**src/pkg/pwts_defines.vh**
```
// Register offsets, field positions, reset values and codes for the timebase/shutdown block.
`ifndef PWTS_DEFINES_VH
`define PWTS_DEFINES_VH
`define PWTS_ADDR_TSEL      2'h0
`define PWTS_ADDR_ASHUT     2'h1
`define PWTS_TSEL_RESET     8'h00
`define PWTS_TBF_RESET      2'h0
`define PWTS_ASHUT_RESET    8'h00
`define PWTS_ASE_BIT        7
`define PWTS_SRC_HI         6
`define PWTS_SRC_LO         4
`define PWTS_PAC_HI         3
`define PWTS_PAC_LO         2
`define PWTS_PBD_HI         1
`define PWTS_PBD_LO         0
`define PWTS_TB_TMR2        2'h0
`define PWTS_TB_TMR4        2'h1
`define PWTS_TB_TMR6        2'h2
`define PWTS_SS_LOW         2'h0
`define PWTS_SS_HIGH        2'h1
`endif

```
**src/core/pwts_sync2.v**
```verilog
// Two-flip-flop synchroniser for a bus of asynchronous levels.
`timescale 1ns/1ps
module pwts_sync2 #(
	parameter W = 1
) (
	// Clock and reset.
	input  wire         clk_i,
	input  wire         rst_n_i,
	// Level in and synchronised level out.
	input  wire [W-1:0] d_i,
	output wire [W-1:0] q_o
);
	reg [W-1:0] meta_ff;
	reg [W-1:0] sync_ff;

	// The first stage feeds only the second, so metastability cannot spread.
	always @(posedge clk_i or negedge rst_n_i)
	begin
		if (!rst_n_i)
		begin
			meta_ff <= {W{1'b0}};
			sync_ff <= {W{1'b0}};
		end
		else
		begin
			meta_ff <= d_i;
			sync_ff <= meta_ff;
		end
	end

	assign q_o = sync_ff;
endmodule

```
**src/core/pwts_top.v**
```verilog
// Timebase select and auto-shutdown control for PWM channel five.
//
// The implementer's own choices: the Avalon-MM slave port and the register offsets.
`timescale 1ns/1ps
`include "pwts_defines.vh"
module pwts_top (
	// Clock and reset.
	input  wire        clk_i,
	input  wire        rst_n_i,
	// Avalon-MM slave.
	input  wire [1:0]  avs_address_i,
	input  wire        avs_read_i,
	input  wire        avs_write_i,
	input  wire [31:0] avs_writedata_i,
	output reg  [31:0] avs_readdata_o,
	output wire        avs_waitrequest_o,
	// Timer period ticks, on this clock.
	input  wire        tmr2_tick_i,
	input  wire        tmr4_tick_i,
	input  wire        tmr6_tick_i,
	input  wire        tmr1_tick_i,
	// Asynchronous event sources and the comparator sync enable.
	input  wire        cmp1_out_i,
	input  wire        cmp2_out_i,
	input  wire        int_pin_i,
	input  wire        comparator_sync_enable_i,
	// PWM drive from the channel engine.
	input  wire [1:0]  pwm_ac_i,
	input  wire [1:0]  pwm_bd_i,
	// Selected timebase, pin outputs and shutdown status.
	output reg         channel_five_tick_o,
	output reg  [1:0]  channel_five_tsel_o,
	output reg  [1:0]  pin_ac_o,
	output reg  [1:0]  pin_ac_oe_o,
	output reg  [1:0]  pin_bd_o,
	output reg  [1:0]  pin_bd_oe_o,
	output wire        shutdown_event_status_o
);
	reg        rst_meta_ff;
	reg        rst_sync_ff;
	wire       rst_n;
	reg  [1:0] channel5_timebase_field_ff;
	reg  [2:0] src_ff;
	reg  [1:0] pair_ac_shutdown_state_ff;
	reg  [1:0] pair_bd_shutdown_state_ff;
	reg        shutdown_event_status_ff;
	reg        cmp_pend_ff;
	reg        ack_ff;
	wire [3:0] sync_w;
	wire       cmp1_low;
	wire       cmp2_low;
	wire       pin_low;
	wire       sync_en;
	reg        cmp_hit;
	wire       cmp_fire;
	wire       pin_hit;
	wire       event_w;
	wire       wr_ashut;
	reg  [1:0] nxt_pin_ac;
	reg  [1:0] nxt_pin_ac_oe;
	reg  [1:0] nxt_pin_bd;
	reg  [1:0] nxt_pin_bd_oe;

	// Reset is asserted at once and released through two flip-flops.
	always @(posedge clk_i or negedge rst_n_i)
	begin
		if (!rst_n_i)
		begin
			rst_meta_ff <= 1'b0;
			rst_sync_ff <= 1'b0;
		end
		else
		begin
			rst_meta_ff <= 1'b1;
			rst_sync_ff <= rst_meta_ff;
		end
	end
	assign rst_n = rst_sync_ff;

	// Comparator and pin levels come from outside this clock domain.
	pwts_sync2 #(
		.W (4)
	) u_sync (
		.clk_i   (clk_i),
		.rst_n_i (rst_n),
		.d_i     ({comparator_sync_enable_i, int_pin_i, cmp2_out_i, cmp1_out_i}),
		.q_o     (sync_w)
	);
	assign cmp1_low = ~sync_w[0];
	assign cmp2_low = ~sync_w[1];
	assign pin_low  = ~sync_w[2];
	assign sync_en  = sync_w[3];

	// Source decode: bit 2 adds the pin, low bits choose the comparators.
	always @*
	begin
		case (src_ff[1:0])
			2'h1:    cmp_hit = cmp1_low;
			2'h2:    cmp_hit = cmp2_low;
			2'h3:    cmp_hit = cmp1_low | cmp2_low;
			default: cmp_hit = 1'b0;
		endcase
	end
	assign pin_hit = src_ff[2] & pin_low;

	// A synced comparator event waits for the next timer 1 tick before acting.
	always @(posedge clk_i or negedge rst_n)
	begin
		if (!rst_n)
			cmp_pend_ff <= 1'b0;
		else if (!sync_en || tmr1_tick_i)
			cmp_pend_ff <= 1'b0;
		else if (cmp_hit)
			cmp_pend_ff <= 1'b1;
	end
	assign cmp_fire = sync_en ? ((cmp_hit | cmp_pend_ff) & tmr1_tick_i) : cmp_hit;
	assign event_w  = cmp_fire | pin_hit;

	// Bus: single-cycle wait on reads so data is registered; writes take at once.
	always @(posedge clk_i or negedge rst_n)
	begin
		if (!rst_n)
			ack_ff <= 1'b0;
		else
			ack_ff <= avs_read_i & ~ack_ff;
	end
	assign avs_waitrequest_o = avs_read_i & ~ack_ff;
	assign wr_ashut = avs_write_i && (avs_address_i == `PWTS_ADDR_ASHUT);

	// Register writes; a shutdown event outranks a software clear of the status.
	always @(posedge clk_i or negedge rst_n)
	begin
		if (!rst_n)
		begin
			channel5_timebase_field_ff <= `PWTS_TBF_RESET;
			src_ff                     <= 3'h0;
			pair_ac_shutdown_state_ff  <= 2'h0;
			pair_bd_shutdown_state_ff  <= 2'h0;
			shutdown_event_status_ff   <= 1'b0;
		end
		else
		begin
			if (avs_write_i && (avs_address_i == `PWTS_ADDR_TSEL))
				channel5_timebase_field_ff <= avs_writedata_i[1:0];
			if (wr_ashut)
			begin
				src_ff <= avs_writedata_i[`PWTS_SRC_HI:`PWTS_SRC_LO];
				pair_ac_shutdown_state_ff <= avs_writedata_i[`PWTS_PAC_HI:`PWTS_PAC_LO];
				pair_bd_shutdown_state_ff <= avs_writedata_i[`PWTS_PBD_HI:`PWTS_PBD_LO];
			end
			if (event_w)
				shutdown_event_status_ff <= 1'b1;
			else if (wr_ashut)
				shutdown_event_status_ff <= avs_writedata_i[`PWTS_ASE_BIT];
		end
	end
	assign shutdown_event_status_o = shutdown_event_status_ff;

	// Read data registered in the cycle that waitrequest is high.
	always @(posedge clk_i or negedge rst_n)
	begin
		if (!rst_n)
			avs_readdata_o <= 32'h00000000;
		else if (avs_read_i && !ack_ff)
		begin
			if (avs_address_i == `PWTS_ADDR_TSEL)
				avs_readdata_o <= {30'h00000000, channel5_timebase_field_ff};
			else if (avs_address_i == `PWTS_ADDR_ASHUT)
				avs_readdata_o <= {24'h000000, shutdown_event_status_ff, src_ff,
					pair_ac_shutdown_state_ff, pair_bd_shutdown_state_ff};
			else
				avs_readdata_o <= 32'h00000000;
		end
	end

	// Timebase mux; the reserved code selects no timer so no edge is given.
	always @(posedge clk_i or negedge rst_n)
	begin
		if (!rst_n)
		begin
			channel_five_tick_o <= 1'b0;
			channel_five_tsel_o <= 2'h0;
		end
		else
		begin
			channel_five_tsel_o <= channel5_timebase_field_ff;
			case (channel5_timebase_field_ff)
				`PWTS_TB_TMR2: channel_five_tick_o <= tmr2_tick_i;
				`PWTS_TB_TMR4: channel_five_tick_o <= tmr4_tick_i;
				`PWTS_TB_TMR6: channel_five_tick_o <= tmr6_tick_i;
				default:       channel_five_tick_o <= 1'b0;
			endcase
		end
	end

	// Pin drive: shutdown state per pair while the status bit stands.
	always @*
	begin
		nxt_pin_ac    = pwm_ac_i;
		nxt_pin_ac_oe = 2'h3;
		nxt_pin_bd    = pwm_bd_i;
		nxt_pin_bd_oe = 2'h3;
		if (shutdown_event_status_ff)
		begin
			nxt_pin_ac    = (pair_ac_shutdown_state_ff == `PWTS_SS_HIGH) ? 2'h3 : 2'h0;
			nxt_pin_ac_oe = pair_ac_shutdown_state_ff[1] ? 2'h0 : 2'h3;
			nxt_pin_bd    = (pair_bd_shutdown_state_ff == `PWTS_SS_HIGH) ? 2'h3 : 2'h0;
			nxt_pin_bd_oe = pair_bd_shutdown_state_ff[1] ? 2'h0 : 2'h3;
		end
	end

	// Pins are registered to keep glitches off the board.
	always @(posedge clk_i or negedge rst_n)
	begin
		if (!rst_n)
		begin
			pin_ac_o    <= 2'h0;
			pin_ac_oe_o <= 2'h0;
			pin_bd_o    <= 2'h0;
			pin_bd_oe_o <= 2'h0;
		end
		else
		begin
			pin_ac_o    <= nxt_pin_ac;
			pin_ac_oe_o <= nxt_pin_ac_oe;
			pin_bd_o    <= nxt_pin_bd;
			pin_bd_oe_o <= nxt_pin_bd_oe;
		end
	end
endmodule

```
**config.mk**
```make
export PLATFORM = sky130hd
export DESIGN_NAME = pwts_top
export DESIGN_NICKNAME = d
export VERILOG_FILES = /design/src/core/pwts_sync2.v /design/src/core/pwts_top.v
export VERILOG_INCLUDE_DIRS = /design/src /design/src/pkg
export SDC_FILE = /design/constraint.sdc
export NUM_CORES = 1
export LEC_CHECK = 0
export ABC_AREA = 1
export ABC_CLOCK_PERIOD_IN_PS = 1200
export BUFFER_PORTS_ARGS = -buffer_cell sky130_fd_sc_hd__buf_2
export CAP_MARGIN = 40
export CORE_MARGIN = 2
export CORE_UTILIZATION = 25
export CTS_CLUSTER_SIZE = 20
export DETAILED_ROUTE_END_ITERATION = 6
export SLEW_MARGIN = 40
export SYNTH_ARGS = -nofsm -noshare
export SYNTH_HDL_FRONTEND = slang
export SYNTH_SLANG_ARGS = --single-unit
```
**constraint.sdc**
```tcl
create_clock -name clk_i -period 1.2 [get_ports clk_i]
set_input_delay 0.12 -clock clk_i [delete_from_list [all_inputs] [get_ports clk_i]]
set_output_delay 0.12 -clock clk_i [all_outputs]
set_load 0.1 [all_outputs]
```
Word-level counts from Yosys, hierarchy flattened

Index checks and enable logic that the tools add are counted.

Memories kept: 0
Logic and storage cells: 63
Bits in read-only memories: 0
Bits in latches: 0
RAM bits: 0
Output and inout port bits: 45
Input port bits: 50
Bits in registers: 65

Multiply operators: 0
Divide/modulo/power cells: 0
Mux-type cells: 17
$lt $le $gt $ge: 0
Equal/unequal tests: 8
Add/subtract/negate cells: 0
Shift operators: 0
Reductions and logical operators: 10
Bitwise gates (word level): 10

Operators by type and width:

| cell                                                            | number |
|---|---|
| 2-bit 2-to-1 mux                                                | 8 |
| 8-bit 2-to-1 mux                                                | 2 |
| 2-bit by 1-bit == test with 1-bit output, second input constant | 5 |
| 2-bit == test, second input constant                            | 3 |
| 1-bit one-hot mux with 3 select lines                           | 2 |
| 1-bit 2-to-1 mux                                                | 5 |
| 2-bit logical NOT                                               | 2 |
| 1-bit NOT                                                       | 4 |
| 2-bit nonzero test                                              | 2 |
| 1-bit bitwise AND                                               | 3 |
| 1-bit logical AND                                               | 3 |
| 1-bit bitwise OR                                                | 3 |
| 1-bit logical NOT                                               | 2 |
| 1-bit logical OR                                                | 1 |

Depth between registers and ports, before layout

Word-level depth: 8
Depth in mapped cells: 6
Mapped depth without buffers: 6

Hierarchy

A second synthesis with hierarchy kept.

Cells, all modules: 163
Area total of the unflattened synthesis: 1,626.6 um2

Modules (own cells, without submodules):

| module     | sequential area each (um2) | area an instance (um2) | cells an instance | times used |
|---|---|---|---|---|
| pwts_top   | 775.7                      | 1,426.4                | 155               | 1 |
| pwts_sync2 | 200.2                      | 200.2                  | 8                 | 1 |

Least setup slack after synthesis

OpenSTA, ideal clock, no wires.

Path kind: register to register
From: register ack_ff
To: register avs_readdata_o[7]
Period minus slack after synthesis: 1.494 ns
Required time: 1.069 ns
Cell stages (with the launch flop): 5
Arrival: 1.363 ns
Library setup time: 0.131 ns
Setup slack: -0.294 ns
Buffers on the path: 0
Cells stage by stage: dfrtp_1 -> nor2_4 -> inv_1 -> nand2_1 -> o21ai_0

Longest elaborated chain between the ends: 2

Ends and longest elaborated chain:

| what                   | RTL line       | source |
|---|---|---|
| start, declared        | pwts_top.v:48  | `reg ack_ff;` |
| start signal, assigned | pwts_top.v:125 | `ack_ff <= avs_read_i & ~ack_ff;` |
| 1-bit logical NOT      | pwts_top.v:164 | `else if (avs_read_i && !ack_ff)` |
| 1-bit logical AND      | pwts_top.v:164 |  |
| end signal, assigned   | pwts_top.v:167 | `avs_readdata_o <= {30'h00000000, channel5_timebase_field_ff};` |
| end signal, assigned   | pwts_top.v:169 | `avs_readdata_o <= {24'h000000, shutdown_event_status_ff, src_ff,` |
| end, declared          | pwts_top.v:15  | `output reg [31:0] avs_readdata_o,` |

No other way between the ends.
A chain may end at the register's enable or synchronous reset.

Worst setup path in the final report

From: register channel_five_tsel_o[1]
To: output channel_five_tsel_o[1]

RTL lines:

| what                   | RTL line       | source |
|---|---|---|
| start, declared        | pwts_top.v:32  | `output reg [1:0] channel_five_tsel_o,` |
| start signal, assigned | pwts_top.v:186 | `channel_five_tsel_o <= channel5_timebase_field_ff;` |

No word-level cell between the ends.

==> reports/qor.yml <==
die:
  fp.coreArea_um2: 6314
  io_pins: 95
  rows: 29
  die_area_um2: 7162
  dieHeight_um: 84.63
  initial_utilization_pct: 25.74
  die_w_um: 84.63
routing:
  vias: 1147
  wirelength_um: 3134
  drtIter0Drc: 49
  post_drt_wl_per_cell_um: 10.48
  firstDrtPassIters: 4
  antenna_left: 0
  vias_per_cell: 3.836
  drc: 0
power:
  totalPowerFinal_mw: 4.198
  comb_power_share_pct: 41.6
  p_leak_nw: 1.166
  power_frac_seq_pct: 38.1
  powerDensity_nw_per_um2: 1897
  clkPwrFrac_pct: 20.3
  switching_share_pct: 45.53
  power.switching_mw: 1.911
  p_int_mw: 2.287
  peakVddDrop_mv: 0.6774
layout:
  nFillCells: 667
  stdcell_area_um2: 2213
  fin_util_pct: 35.06
  layout-drive-gt1-share_pct: 32.88
  n_antenna_cell: 0
  nets: 271
  area_delta_synth_final_pct: 36.18
cts:
  numCtsBuffers: 5
  clk_latency_ns: 0.29
  cts_tree: "yes"
  cts.htree.levels: 2
  clockBufferDepth: 2
  cts_sinks: 39
  cts_root_buffer: "clkbuf_8"
  clk_pin_slew_ns: 0.07
sta:
  period_share_pct: 95.67
  setup-violations-final: 0
  max_freq_ghz: 0.8711
  hold_viol: 0
  fin_ws_ns: 0.05196
  fin_crit_ns: 1.148
  fin_worst_skew_ns: 0.01425
  rsz0062_at_grt: "no"
  slew_viol_final: 0
synth:
  synth_flop_cell: "dfrtp_1"
  synth.area.mux_share_pct: 0
  syn_inst: 163
  synth_common_cells: "dfrtp_1, nand2_1, buf_4"
  synth_edf_count: 0
  ys_types: 19
  synth_compound_area_share_pct: 5.466
  yosysMostFrequentCell: "dfrtp_1"
  yosysWarningCount: 0
  synth_top_area_share_pct: 60.05
  async_flop_share_pct: 100.0
  synth_seq_cells: 39
  synth-xor-area-share_pct: 0
  yosys.area_share.simple_pct: 16.94
  synth_area_um2: 1625
  synthTopCellsByArea: "dfrtp_1, buf_4, nand2_1"
  avgSynthCellArea_um2: 9.971
  yosysTopAreaCell: "dfrtp_1"
  yosysSeqAreaShare_pct: 60.05
  synth_fa_ha_area_share_pct: 0
  synth_top_family_by_area: "buffers and inverters"
worst_setup_path:
  critPathLaunch: "channel_five_tsel_o[1]$_DFF_PN0_"
  crit_required_ns: 1.08
  r2r-end: "avs_readdata_o[7]$_DFFE_PN0P_"
  reg2reg_depth: 4
  critPathCaptureType: "output pin"
  endpoint: "channel_five_tsel_o[1]"
  worstSetupPathDepth: 1
  cp_max_fo: 1
  slowest_stage: "buf_2"
  slowest_delay_ns: 0.42
  start_kind: "flop"
  path_cells: "buf_2"
  rr_startpoint: "ack_ff$_DFF_PN0_"
  r2r_slack_ns: 0.11
  path_class: "reg2out"
  cp.arrival_ns: 1.03
  path_delay_family: "buffers and inverters"
  worst-path-buf-inv: 1
min_path:
  hold_class: "in2reg"
global_route:
  grt_max_degree: 26
  overflow: 0
  grt_use_total_pct: 9.665
  grt_pass1_vias: 1150
  antenna_found_initial: 0
  grt_pass1_wl_um: 5368
status:
  status: "completed"
run:
  cap_violations: 0
placed_design:
  routabilityCongestion: 0.7014
  place_ws_ns: 0.1485
  hpwl_um: 2417
  place.port_buffers: 46
  dpl-instance-area_um2: 2059
area by class of cell:
cell class	instances	area [um^2]	share of cell area, %
clock buffer	6	72.57	3.279
clock inverter	2	13.76	0.6218
inverter	18	67.56	3.053
multi-input combinational	102	460.4	20.80
sequential	39	979.7	44.26
tap	77	96.34	4.353
timing repair buffer	55	523.0	23.63
cell usage in the layout, fill, tap and decap left out, drive strengths merged:
cell type	instances
or2	1
clkinv	2
nand2	42
inv	18
dfrtp	39
clkbuf	7
o21ai	13
dlygate4sd3	5
nand3	12
conb	25
buf	49
nor2	6
o21bai	1
nand4	1
a21oi	1
kinds of logic (layout without fill, tap and decap cells):
family | after synthesis | after routing
and+or+nand+nor | 62 | 62
other | 2 | 25
DFF | 39 | 39
AOI/OAI and AO/OA | 15 | 15
buffers and inverters | 45 | 81
flip-flops by register name, indices dropped and copies added, names as in the netlist, 3 cells and up:
| signal | cells |
|---|---|
| u_sync.q_o | 4 |
| src_ff | 3 |
| avs_readdata_o | 8 |
| u_sync.meta_ff | 4 |
worst min-delay path by stage:
stage | start | endpoint | slack (ns) | cells after the start
after global routing | pwm_ac_i[0] | pin_ac_o[0]$_DFF_PN0_ | 0.03 | 3
after CTS | pwm_ac_i[1] | pin_ac_o[1]$_DFF_PN0_ | 0.03 | 3
final | pwm_ac_i[0] | pin_ac_o[0]$_DFF_PN0_ | 0.04 | 3
after global placement | rst_n_i | rst_meta_ff$_DFF_PN0_ | -0.09 | 1
after detailed placement | rst_n_i | rst_n$_DFF_PN0_ | -0.09 | 1
after floorplan | rst_n_i | rst_meta_ff$_DFF_PN0_ | -0.18 | 0
stage by stage:
stage / setup TNS [ns] / std cells / hold WS [ns]
after floorplan: -1.503 / 186 / -0.1756
after detailed placement: 0 / 284 / -0.09268
final: 0 / 299 / 0.03720
after global placement: 0 / 284 / -0.09244
after CTS: 0 / 299 / 0.02803
after global routing: 0 / 299 / 0.02743
power groups by stage:
stage          Sequential (mW)  Clock (mW)  Combinational [mW]
2_1_floorplan             2.27           0               0.700
3_3_place_gp              1.62           0                1.73
3_5_place_dp              1.63           0                1.74
4_1_cts                   1.60       0.890                1.76
5_1_grt                   1.62       0.953                1.82
6_report                  1.60       0.854                1.75
timing repair:
item,in CTS,in global routing
endpoints found under the setup margin,1,1
cloned,0,0
hold buffers,5,0
gates resized for setup,0,1
endpoints found under the hold margin,6,0
buffers inserted,2,0
pin swaps,1,0
layer usage:
metal	up-vias	global-route usage (%)	share of wire [%]
met5	-	0	0
met2	39	16.96	54
met3	7	1.672	4.0
met4	0	5.195	2.4
li1	572	-	-
met1	529	11.16	39
(Power assumes the default switching activity.)
